--- src/common/nibble_alu_defs.svh ---
// Constants for the nibble datapath: widths and operation codes.
// Assumes inclusion by bare name from every design file except the interface.
`ifndef NIBBLE_ALU_DEFS_SVH
`define NIBBLE_ALU_DEFS_SVH

`define NIB_W         4
`define ADDR_W        8
`define NIB_ZERO      4'h0
`define NIB_ONE       4'h1
`define CARRY_RST     1'b0

// Operation codes on op_code
`define OP_NOP        5'h00
`define OP_ADD        5'h01
`define OP_SUB        5'h02
`define OP_ADN        5'h03
`define OP_AND        5'h04
`define OP_XOR        5'h05
`define OP_OR         5'h06
`define OP_ADD_IMM_WITH_CARRY       5'h07
`define OP_SUB_IMM_WITH_BORROW       5'h08
`define OP_ADD_IMM       5'h09
`define OP_SUB_IMM       5'h0a
`define OP_ADD_IMM_KEEP_FLAG       5'h0b
`define OP_CONJ_IMM       5'h0c
`define OP_XORI       5'h0d
`define OP_ORI        5'h0e
`define OP_STORE      5'h0f
`define OP_LDS        5'h10
`define OP_LOAD       5'h11

`endif

--- src/common/nibble_alu_pkg.sv ---
// Types for the nibble datapath.
// Assumes the defs header is on the include path.
`include "nibble_alu_defs.svh"
package nibble_alu_pkg;
	typedef logic [`NIB_W-1:0]  nib_t;
	typedef logic [`ADDR_W-1:0] addr_t;
	typedef enum logic [1:0] {
		FN_ADD,
		FN_AND,
		FN_XOR,
		FN_OR
	} alu_fn_t;
endpackage

--- src/common/alu_if.sv ---
// Interface between the datapath sequencer and its arithmetic unit.
// Assumes both ends run on mclk.
`timescale 1ns/10ps
interface alu_if;
	import nibble_alu_pkg::*;
	nib_t    opa;
	nib_t    opb;
	logic    inv_b;
	logic    cin;
	alu_fn_t fn;
	nib_t    res;
	logic    cout;
	modport unit (input opa, opb, inv_b, cin, fn, output res, cout);
	modport user (output opa, opb, inv_b, cin, fn, input res, cout);
endinterface

--- src/core/nibble_arith.sv ---
// Combinational 4-bit adder and logic unit.
// Assumes operands are stable within the cycle.
`timescale 1ns/10ps
`include "nibble_alu_defs.svh"
module nibble_arith
	import nibble_alu_pkg::*;
(
	alu_if.unit a
);
	logic [`NIB_W:0] sum;
	nib_t            b_eff;

	always_comb begin
		b_eff = a.inv_b ? ~a.opb : a.opb;
		sum   = {1'b0, a.opa} + {1'b0, b_eff} + {`NIB_W'(0), a.cin};
	end

	// Results cut to four bits; fifth bit only as carry
	always_comb begin
		a.cout = sum[`NIB_W]; // RL20 RL21
		unique case (a.fn)
			FN_ADD: a.res = sum[`NIB_W-1:0];
			FN_AND: a.res = a.opa & a.opb;
			FN_XOR: a.res = a.opa ^ a.opb;
			FN_OR:  a.res = a.opa | a.opb;
		endcase
	end
endmodule

--- src/core/op_decode.sv ---
// Decodes an operation code into unit controls and datapath moves.
// Assumes codes from the defs header.
`timescale 1ns/10ps
`include "nibble_alu_defs.svh"
module op_decode
	import nibble_alu_pkg::*;
(
	input  wire logic [4:0] op_code,
	output alu_fn_t         fn,
	output logic            inv_b,
	output logic            cin_one,
	output logic            cin_cf,
	output logic            use_imm,
	output logic            upd_cf,
	output logic            mem_src,
	output logic            known
);
	always_comb begin
		fn = FN_ADD;
		inv_b = 1'b0;
		cin_one = 1'b0;
		cin_cf = 1'b0;
		use_imm = 1'b0;
		upd_cf = 1'b0;
		mem_src = 1'b1;
		known = 1'b1;
		unique case (op_code)
			`OP_ADD: upd_cf = 1'b1; // RL6
			`OP_SUB: begin
				inv_b = 1'b1; // RL1
				cin_one = 1'b1;
				upd_cf = 1'b1;
			end
			`OP_ADN: ; // RL5
			`OP_AND: fn = FN_AND; // RL7
			`OP_XOR: fn = FN_XOR; // RL8
			`OP_OR:  fn = FN_OR; // RL9
			`OP_ADD_IMM_WITH_CARRY: begin
				mem_src = 1'b0; // RL11
				use_imm = 1'b1;
				cin_cf = 1'b1;
				upd_cf = 1'b1;
			end
			`OP_SUB_IMM_WITH_BORROW: begin
				mem_src = 1'b0; // RL12
				use_imm = 1'b1;
				inv_b = 1'b1;
				cin_cf = 1'b1;
				upd_cf = 1'b1;
			end
			`OP_ADD_IMM: begin
				mem_src = 1'b0; // RL14
				use_imm = 1'b1;
				upd_cf = 1'b1;
			end
			`OP_SUB_IMM: begin
				mem_src = 1'b0; // RL13
				use_imm = 1'b1;
				inv_b = 1'b1;
				cin_one = 1'b1;
				upd_cf = 1'b1;
			end
			`OP_ADD_IMM_KEEP_FLAG: begin
				mem_src = 1'b0; // RL5
				use_imm = 1'b1;
			end
			`OP_CONJ_IMM: begin
				mem_src = 1'b0; // RL15
				use_imm = 1'b1;
				fn = FN_AND;
			end
			`OP_XORI: begin
				mem_src = 1'b0;
				use_imm = 1'b1;
				fn = FN_XOR;
			end
			`OP_ORI: begin
				mem_src = 1'b0;
				use_imm = 1'b1;
				fn = FN_OR;
			end
			`OP_STORE, `OP_LDS, `OP_LOAD: ;
			default: known = 1'b0;
		endcase
	end
endmodule

--- src/core/nibble_alu_load_store.sv ---
// Nibble arithmetic, logic and load/store datapath of a small core.
// Assumes a decoder issuing one op per exec pulse and a memory port
// that returns read data combinationally for the address it is given.
//
// Function
// RL1 - Memory subtract: mem plus not result plus one
// RL2 - Subtract write-back also writes memory operand
// RL3 - Indirect form addresses memory by index pointer
// RL4 - Write-back add updates result, memory, carry
// RL5 - No-flag adds keep carry unchanged
// RL6 - Memory add gives 4-bit sum to result
// RL7 - AND memory with result, bitwise
// RL8 - XOR memory with result, bitwise
// RL9 - OR memory with result, bitwise
// RL10 - Immediate is any 4-bit value
// RL11 - Immediate add with carry updates carry
// RL12 - Immediate subtract with borrow uses carry
// RL13 - Immediate subtract: reg plus not imm plus one
// RL14 - Immediate add without carry-in updates carry
// RL15 - Immediate logic ops to result register
// RL16 - Immediate write-back also writes working register
// RL17 - Store writes result to memory, keeps result
// RL18 - Load immediate writes result and memory
// RL19 - Load copies memory into result only
// RL20 - Subtract carry set means no borrow
// RL21 - Results four bits, fifth bit only carry
`timescale 1ns/10ps
`include "nibble_alu_defs.svh"
module nibble_alu_load_store
	import nibble_alu_pkg::*;
(
	input  wire logic              mclk,
	input  wire logic              resetn,
	input  wire logic              exec,
	input  wire logic [4:0]        op_code,
	input  wire logic              write_back,
	input  wire logic              indirect,
	input  wire logic [`ADDR_W-1:0] direct_addr,
	input  wire logic [`ADDR_W-1:0] index_pointer,
	input  wire logic [`NIB_W-1:0] imm_value,
	input  wire logic [`NIB_W-1:0] work_reg_operand,
	input  wire logic [`NIB_W-1:0] mem_rdata,
	output logic [`ADDR_W-1:0]     mem_addr,
	output logic                   mem_we,
	output logic [`NIB_W-1:0]      mem_wdata,
	output logic                   work_we,
	output logic [`NIB_W-1:0]      work_wdata,
	output logic [`NIB_W-1:0]      result_nibble_reg,
	output logic                   carry_bit,
	output logic                   op_error
);
	// ------------------------------------------------------------
	// Decode
	// ------------------------------------------------------------
	alu_fn_t fn;
	logic    inv_b;
	logic    cin_one;
	logic    cin_cf;
	logic    use_imm;
	logic    upd_cf;
	logic    mem_src;
	logic    known;

	op_decode u_dec (
		.op_code (op_code),
		.fn      (fn),
		.inv_b   (inv_b),
		.cin_one (cin_one),
		.cin_cf  (cin_cf),
		.use_imm (use_imm),
		.upd_cf  (upd_cf),
		.mem_src (mem_src),
		.known   (known)
	);

	function automatic logic is_alu(input logic [4:0] op);
		is_alu = (op != `OP_NOP) && (op != `OP_STORE) &&
			(op != `OP_LDS) && (op != `OP_LOAD);
	endfunction

	// ------------------------------------------------------------
	// Arithmetic unit
	// ------------------------------------------------------------
	alu_if ai ();
	nibble_arith u_arith (
		.a (ai)
	);

	// Memory forms take the memory nibble as A and result as B so the
	// subtract reads mem + ~result + 1
	always_comb begin
		ai.opa   = mem_src ? mem_rdata : work_reg_operand;
		ai.opb   = use_imm ? imm_value : result_nibble_reg; // RL10
		ai.inv_b = inv_b;
		ai.fn    = fn;
		ai.cin   = cin_one | (cin_cf & carry_bit); // RL12
	end

	// ------------------------------------------------------------
	// Memory and working register port
	// ------------------------------------------------------------
	logic go;
	logic alu_op;
	assign go     = exec & known;
	assign alu_op = is_alu(op_code);

	// Load immediate only takes a direct address
	always_comb begin
		if (indirect && op_code != `OP_LDS)
			mem_addr = index_pointer; // RL3
		else
			mem_addr = direct_addr;
	end

	always_comb begin
		mem_we = 1'b0;
		mem_wdata = ai.res;
		if (go) begin
			if (alu_op && mem_src && write_back)
				mem_we = 1'b1; // RL2 RL4
			if (op_code == `OP_STORE) begin
				mem_we = 1'b1; // RL17
				mem_wdata = result_nibble_reg;
			end
			if (op_code == `OP_LDS) begin
				mem_we = 1'b1; // RL18
				mem_wdata = imm_value;
			end
		end
	end

	assign work_we    = go & alu_op & ~mem_src & write_back; // RL16
	assign work_wdata = ai.res;

	// ------------------------------------------------------------
	// Result register and carry
	// ------------------------------------------------------------
	always_ff @(posedge mclk or negedge resetn) begin
		if (!resetn) begin
			result_nibble_reg <= `NIB_ZERO;
		end else if (go) begin
			if (alu_op)
				result_nibble_reg <= ai.res; // RL6 RL21
			else if (op_code == `OP_LDS)
				result_nibble_reg <= imm_value; // RL18
			else if (op_code == `OP_LOAD)
				result_nibble_reg <= mem_rdata; // RL19
		end
	end

	// Carry moves only for flag-updating arithmetic forms
	always_ff @(posedge mclk or negedge resetn) begin
		if (!resetn) begin
			carry_bit <= `CARRY_RST;
		end else if (go && upd_cf) begin
			carry_bit <= ai.cout; // RL20 RL5
		end
	end

	// Unknown codes are ignored and flagged for one cycle
	always_ff @(posedge mclk or negedge resetn) begin
		if (!resetn)
			op_error <= 1'b0;
		else
			op_error <= exec & ~known;
	end

	// ------------------------------------------------------------
	// Checks
	// ------------------------------------------------------------
	logic [`NIB_W:0] ref_sub;
	assign ref_sub = {1'b0, mem_rdata} + {1'b0, ~result_nibble_reg} +
		{`NIB_W'(0), 1'b1};
endmodule

--- config.mk ---
export PLATFORM = sky130hd
export DESIGN_NAME = nibble_alu_load_store
export DESIGN_NICKNAME = d
export VERILOG_FILES = /design/src/common/nibble_alu_pkg.sv /design/src/common/alu_if.sv /design/src/core/nibble_arith.sv /design/src/core/op_decode.sv /design/src/core/nibble_alu_load_store.sv
export VERILOG_INCLUDE_DIRS = /design/src /design/src/common
export SDC_FILE = /design/constraint.sdc
export NUM_CORES = 1
export LEC_CHECK = 0
export BUFFER_PORTS_ARGS = -buffer_cell sky130_fd_sc_hd__buf_2
export CORE_UTILIZATION = 40
export DETAILED_ROUTE_END_ITERATION = 7
export PLACE_DENSITY = 0.84
export SLEW_MARGIN = 10
export SYNTH_ARGS = -nofsm -noshare
export SYNTH_HDL_FRONTEND = slang
export SYNTH_HIERARCHICAL = 1
export SYNTH_SLANG_ARGS = --single-unit
--- constraint.sdc ---
create_clock -name mclk -period 2.8 [get_ports mclk]
set_clock_uncertainty 0.1 [all_clocks]
set_input_delay 0.14 -clock mclk [delete_from_list [all_inputs] [get_ports mclk]]
set_output_delay 0.14 -clock mclk [all_outputs]
set_load 0.05 [all_outputs]
-- Word-level counts from Yosys, hierarchy flattened
Cells that the tools add are included.
- bits of input ports: 38
- word-level logic and storage cells: 83
- register bits: 6
- output and inout bits: 24
- multiplexer cells: 23
- eq/ne operators: 23
- reduce and logical (&&, ||, !) cells: 20
- bitwise logic cells: 12
- add/sub/neg operators: 2
- operators with widths (operator ; count):
    == test 5 x 4 -> 1 bit (second input constant) ; 8
    2-to-1 mux 4 bit ; 9
    == test 5 x 3 -> 1 bit (second input constant) ; 4
    OR reduction 17 bit ; 1
    case mux 4 bit (4 select lines) ; 1
    2-to-1 mux 1 bit ; 11
    == test 5 x 2 -> 1 bit (second input constant) ; 2
    == test 5 bit (second input constant) ; 2
    inequality test 5 bit (second input constant) ; 2
    OR reduction 2 bit ; 5
    2-to-1 mux 8 bit ; 1
    OR reduction 8 bit ; 1
    logical AND 1 bit ; 7
    bitwise AND 1 bit ; 6
    case mux 2 bit (3 select lines) ; 1
    OR reduction 6 bit ; 1
    adder 4 x 4 -> 5 bit ; 1
    adder 5 x 1 -> 5 bit ; 1
    == test 5 x 1 -> 1 bit (second input constant) ; 1
    inequality test 5 x 4 -> 1 bit (second input constant) ; 1
    nonzero test 5 bit ; 1
    bitwise AND 4 bit ; 1
    == test 2 bit (second input constant) ; 2
    NOT 4 bit ; 1
    9 further kinds ; 9

-- Longest topological paths before layout
- depth in word-level cells: 12
- depth in mapped cells: 13
- gate-level depth less buffers: 13

-- By module
The synthesis kept the hierarchy.
- modules (own cells, without submodules) (module ; area an instance (um2) ; instances ; seq. area each (um2) ; cells each):
    nibble_alu_load_store ; 728.2 ; 1 ; 150.1 ; 80
    nibble_arith ; 411.6 ; 1 ; 0.0 ; 46
    op_decode ; 132.6 ; 1 ; 0.0 ; 21

-- Worst setup path after synthesis
OpenSTA, ideal clock, no wires.
- path type: input to output
- start: input port op_code[2]
- end: output port mem_wdata[0]
- buffers on the path: 0
- stages on the path: 10
- slack: -0.774 ns
- required time: 2.560 ns
- arrival: 3.334 ns
- cell sequence: nand3_1 > or2_1 > a21oi_1 > mux2_2 > xnor2_1 > fa_1 > nor2_1 > a211oi_1 > a21oi_1 > o2bb2ai_1
- word-level cells in the longest chain between the ends: 12
- ends and longest elaborated chain (element ; RTL line ; text):
    from (decl) ; nibble_alu_load_store.sv:35 ; input wire logic [4:0] op_code,
    == test 5 x 3 -> 1 bit or == test 5 x 4 -> 1 bit (tied branches) ; op_decode.sv:27 ; unique case (op_code)
    OR reduction 8 bit (no line) (*) ; -- ;
    2-to-1 mux 1 bit (*) ; op_decode.sv:27 ;
    net use_imm ; nibble_alu_load_store.sv:59 ; logic use_imm;
    2-to-1 mux 4 bit (*) ; nibble_alu_load_store.sv:93 ; ai.opb = use_imm ? imm_value : result_nibble_reg;
    net ai.opb[0] ; alu_if.sv:7 ; nib_t opb;
    NOT 4 bit ; nibble_arith.sv:14 ; b_eff = a.inv_b ? ~a.opb : a.opb;
    2-to-1 mux 4 bit ; nibble_arith.sv:14 ;
    adder 4 x 4 -> 5 bit ; nibble_arith.sv:15 ; sum = {1'b0, a.opa} + {1'b0, b_eff} + {`NIB_W'(0), a.cin};
    adder 5 x 1 -> 5 bit ; nibble_arith.sv:15 ;
    case mux 4 bit (4 select lines) (*) ; nibble_arith.sv:21 ; unique case (a.fn)
    net work_wdata[0] ; nibble_alu_load_store.sv:47 ; output logic [`NIB_W-1:0] work_wdata,
    2-to-1 mux 4 bit ; nibble_alu_load_store.sv:121 ; if (op_code == `OP_STORE) begin
    2-to-1 mux 4 bit ; nibble_alu_load_store.sv:125 ; if (op_code == `OP_LDS) begin
    2-to-1 mux 4 bit (*) ; nibble_alu_load_store.sv:118 ; if (go) begin
    to (decl) ; nibble_alu_load_store.sv:45 ; output logic [`NIB_W-1:0] mem_wdata,
The timed path passes the listed nets; every way through them passes the cells marked *.

-- Worst setup path in the final report
- start: input port op_code[2]
- end: output port mem_wdata[1]
- word-level cells in the longest chain between the ends: 12
- ends and longest elaborated chain (element ; RTL line):
    == test 5 x 3 -> 1 bit or == test 5 x 4 -> 1 bit (tied branches) ; op_decode.sv:27
    OR reduction 8 bit (no line) (*) ; --
    2-to-1 mux 1 bit (*) ; op_decode.sv:27
    net use_imm ; nibble_alu_load_store.sv:59
    2-to-1 mux 4 bit (*) ; nibble_alu_load_store.sv:93
    net ai.opb[0] ; alu_if.sv:7
    NOT 4 bit ; nibble_arith.sv:14
    2-to-1 mux 4 bit (*) ; nibble_arith.sv:14
    adder 4 x 4 -> 5 bit (*) ; nibble_arith.sv:15
    adder 5 x 1 -> 5 bit (*) ; nibble_arith.sv:15
    case mux 4 bit (4 select lines) (*) ; nibble_arith.sv:21
    2-to-1 mux 4 bit ; nibble_alu_load_store.sv:121
    2-to-1 mux 4 bit ; nibble_alu_load_store.sv:125
    2-to-1 mux 4 bit (*) ; nibble_alu_load_store.sv:118
Marked as above.

==> out/summary.txt <==
crit-path max cell delay - 530 ps
Crit path required time - 2560 ps
drt via density - 5.57
starting density of the core - 0.420
Crit-path slowest cell - mux4_2
total track usage - 0.244
core area - 3030 um2
maximum root-to-sink buffer count - 2
library cells used by synthesis - 45
die height - 58.4 um
Setup crit end kind - output pin
Cell Area, Synth - 1270 um2
critical path launch point type - input pin
WL final - 4610 um
clock transition at the registers of the reported paths - 40 ps
most used flip-flop cell after synthesis - dfrtp_1
setup repair after global routing missed its margin - yes
Crit Path Class - input pin to output pin
Final Power - 0.00171 W
commonest non-fill, non-tap cell in the layout - buf_2
IR drop worst, VDD - 0.000309 V
pin count of the biggest net entering global routing - 15
maxcap violations - 0
worst setup margin - -364 ps
Final Setup Violations - 9
crit path max fanout - 4
critical path arrival - 2920 ps
Lkg Pwr - 1.02 nW
crit-path cells - buf_8, nand3_4, or2_4, a21oi_4, mux2_4, xnor2_2, fa_2, inv_2, fa_2, mux4_2, o2bb2ai_2, buf_6
most used cell, CP - fa_2
n_diodes - 0
Worst-Skew Late Latency - 240 ps
final hold violations - 0
die area - 3410 um2
Mean Syn Cell Area - 8.66 um2
cell row count - 20
CTS tree - done
Tightest Pin Transition - 677 ps
global-route wire length before repair - 6460 um
Mapped Nets - 198
vias in the first global route - 1391
worst slack, placed - -437 ps
layout cells sized above 1 - 0.600
failing checks - setup timing
Detail Route Antenna Nets - 0
number of synthesized flops with an enable pin - 0
drt pass-1 iters - 5
drt drc - 0
Synth Warn # - 6
highest-count cells in the layout ignoring fill and taps - buf_2 (51), buf_4 (32), mux2_2 (14)
crit path time final - 3160 ps
FMAX - 316 MHz
Hold Crit Class - input pin to flip-flop
hold_sp - exec
antenna violations before repair - 0
worst r2r src - result_nibble_reg[0]
Final #Nets - 293
Num CTS Buffers - 3
DR vias - 1582
PD cells - 800 nW/um2
Final GP Congestion - 0.847
DR WL/cell - 16.2 um
max FFs per register - 4
GR Overflow Total - 0
DR WL met2 - 2390 um
Critical Path Start - op_code[2]
status - finished with violations
CTS HTree Levels - 1
post-synthesis sequential area ratio - 0.118
Metal-1 WL - 1970 um
Synth async-reset ratio - 1.00
Port Buf Inserts - 61
total clock sinks - 6
Slew Limit Headroom - 0.548
Slew Limit Fails - 0
CTS Root Cell - clkbuf_4
initial drt markers - 125
num ports - 62
Highest Signal Layer - met4
Worst path top cell family by delay - multiplexers
worst path buffer plus inverter count - 3
chip width - 58.4 um
area grow syn2layout - 68.1%
Post-Syn Instances - 147
placed wire-length estimate - 3170 um
fin crit share - 1.13
routed wl met3 - 195 um
FF+latch count, synth - 6
## stage by stage
| stage | setup TNS, ps | utilization | cells | hold slack, ps | instance area (um2) |
|---|---|---|---|---|---|
| 2_1_floorplan | -2180 | - | 147 | -256 | 1380 |
| 3_3_place_gp | -2930 | 0.639 | 278 | -132 | 1930 |
| 3_5_place_dp | -3540 | 0.639 | 278 | -130 | 1930 |
| 4_1_cts | -1560 | 0.675 | 283 | 46.2 | 2040 |
| 5_1_grt | -2830 | 0.707 | 284 | 77.1 | 2140 |
| 6_report | -2310 | 0.707 | 284 | 52.6 | 2140 |
## worst reg2reg max path, delay by kind of cell, from the launching register on
family	cells	cell delay (ps)
multiplexers	2	840
flip-flops	1	400
adder cells (fa/ha/maj)	2	600
buffers and inverters	2	220
XOR/XNOR	2	300
AO/OA/AOI/OAI	2	240
AND/OR/NAND/NOR	1	140
## path summary, 6_finish.rpt
| check | end | slack (ps) | depth (start not counted) |
|---|---|---|---|
| setup / recovery | mem_wdata[1] | -360 | 12 |
| hold / removal | op_error | 50 | 2 |
| setup reg to reg | result_nibble_reg[2] | -190 | 11 |
| hold reg to reg | carry_bit | 460 | 1 |
| max in group asynchronous | result_nibble_reg[2] | 2300 | 2 |
| min in group asynchronous | carry_bit | 160 | 2 |
## power breakdown
group,switching [W],leakage [nW],internal (W)
combinational,0.000855,0.932,0.000629
sequential,0.0000317,0.0748,0.000118
clock,0.0000294,0.0138,0.0000483
total,0.000916,1.02,0.000795
## routing by layer
layer	up-vias	track usage
li1	738	-
met1	758	0.340
met2	78	0.419
met3	8	0.00659
met4	0	0.0612
met5	-	0
## layout make-up
cell class | count | area, um2
clock buffers | 3 | 22.5
fillers | 213 | 888
inverters | 13 | 48.8
multi-input cells | 124 | 1230
flip-flops and latches | 6 | 150
well taps | 44 | 55.1
repair buffers | 94 | 629
## cells by family (layout without fill, tap and decap cells)
kind of cell	count (synthesis)	after routing	synth area share
buffers and inverters	17	110	0.0590
DFF	6	6	0.118
AOI/OAI and AO/OA	39	39	0.223
xor gates and xnor gates	7	7	0.0482
and+or+nand+nor	44	44	0.200
muxes	21	21	0.212
adders and majority gates	13	13	0.140
## what timing repair did
| item | 4_1_cts | 5_1_grt |
|---|---|---|
| resized for setup | 20 | 16 |
| hold buffers | 1 | 0 |
| hold endpoints to repair | 6 | 0 |
| buffers inserted | 1 | 1 |
| endpoints found under the setup margin | 10 | 10 |
| pin swaps | 9 | 5 |
## cells in the mapped netlist (all sizes together) (2+ instances only)
| master | n | area (um2) |
|---|---|---|
| a21o | 4 | 31.3 |
| o21bai | 2 | 15.0 |
| o2bb2ai | 4 | 35.0 |
| nand2 | 12 | 47.6 |
| o21ai | 4 | 20.0 |
| buf | 2 | 18.8 |
| ha | 11 | 138 |
| nor3b | 3 | 33.8 |
| o22ai | 3 | 18.8 |
| clkbuf | 2 | 7.51 |
| inv | 13 | 48.8 |
| xnor2 | 2 | 17.5 |
| nand3b | 5 | 37.5 |
| o31ai | 6 | 45.0 |
| a22oi | 4 | 30.0 |
| nor3 | 5 | 25.0 |
| mux2 | 18 | 203 |
| mux4 | 3 | 67.6 |
| nor2 | 5 | 21.3 |
| fa | 2 | 40.0 |
| a21oi | 5 | 28.8 |
| dfrtp | 6 | 150 |
| xor2 | 5 | 43.8 |
| nand3 | 4 | 20.0 |
| or3 | 2 | 12.5 |
| or2 | 2 | 12.5 |
| nor2b | 2 | 12.5 |
No activity file was read; power rests on OpenSTA's default activity.
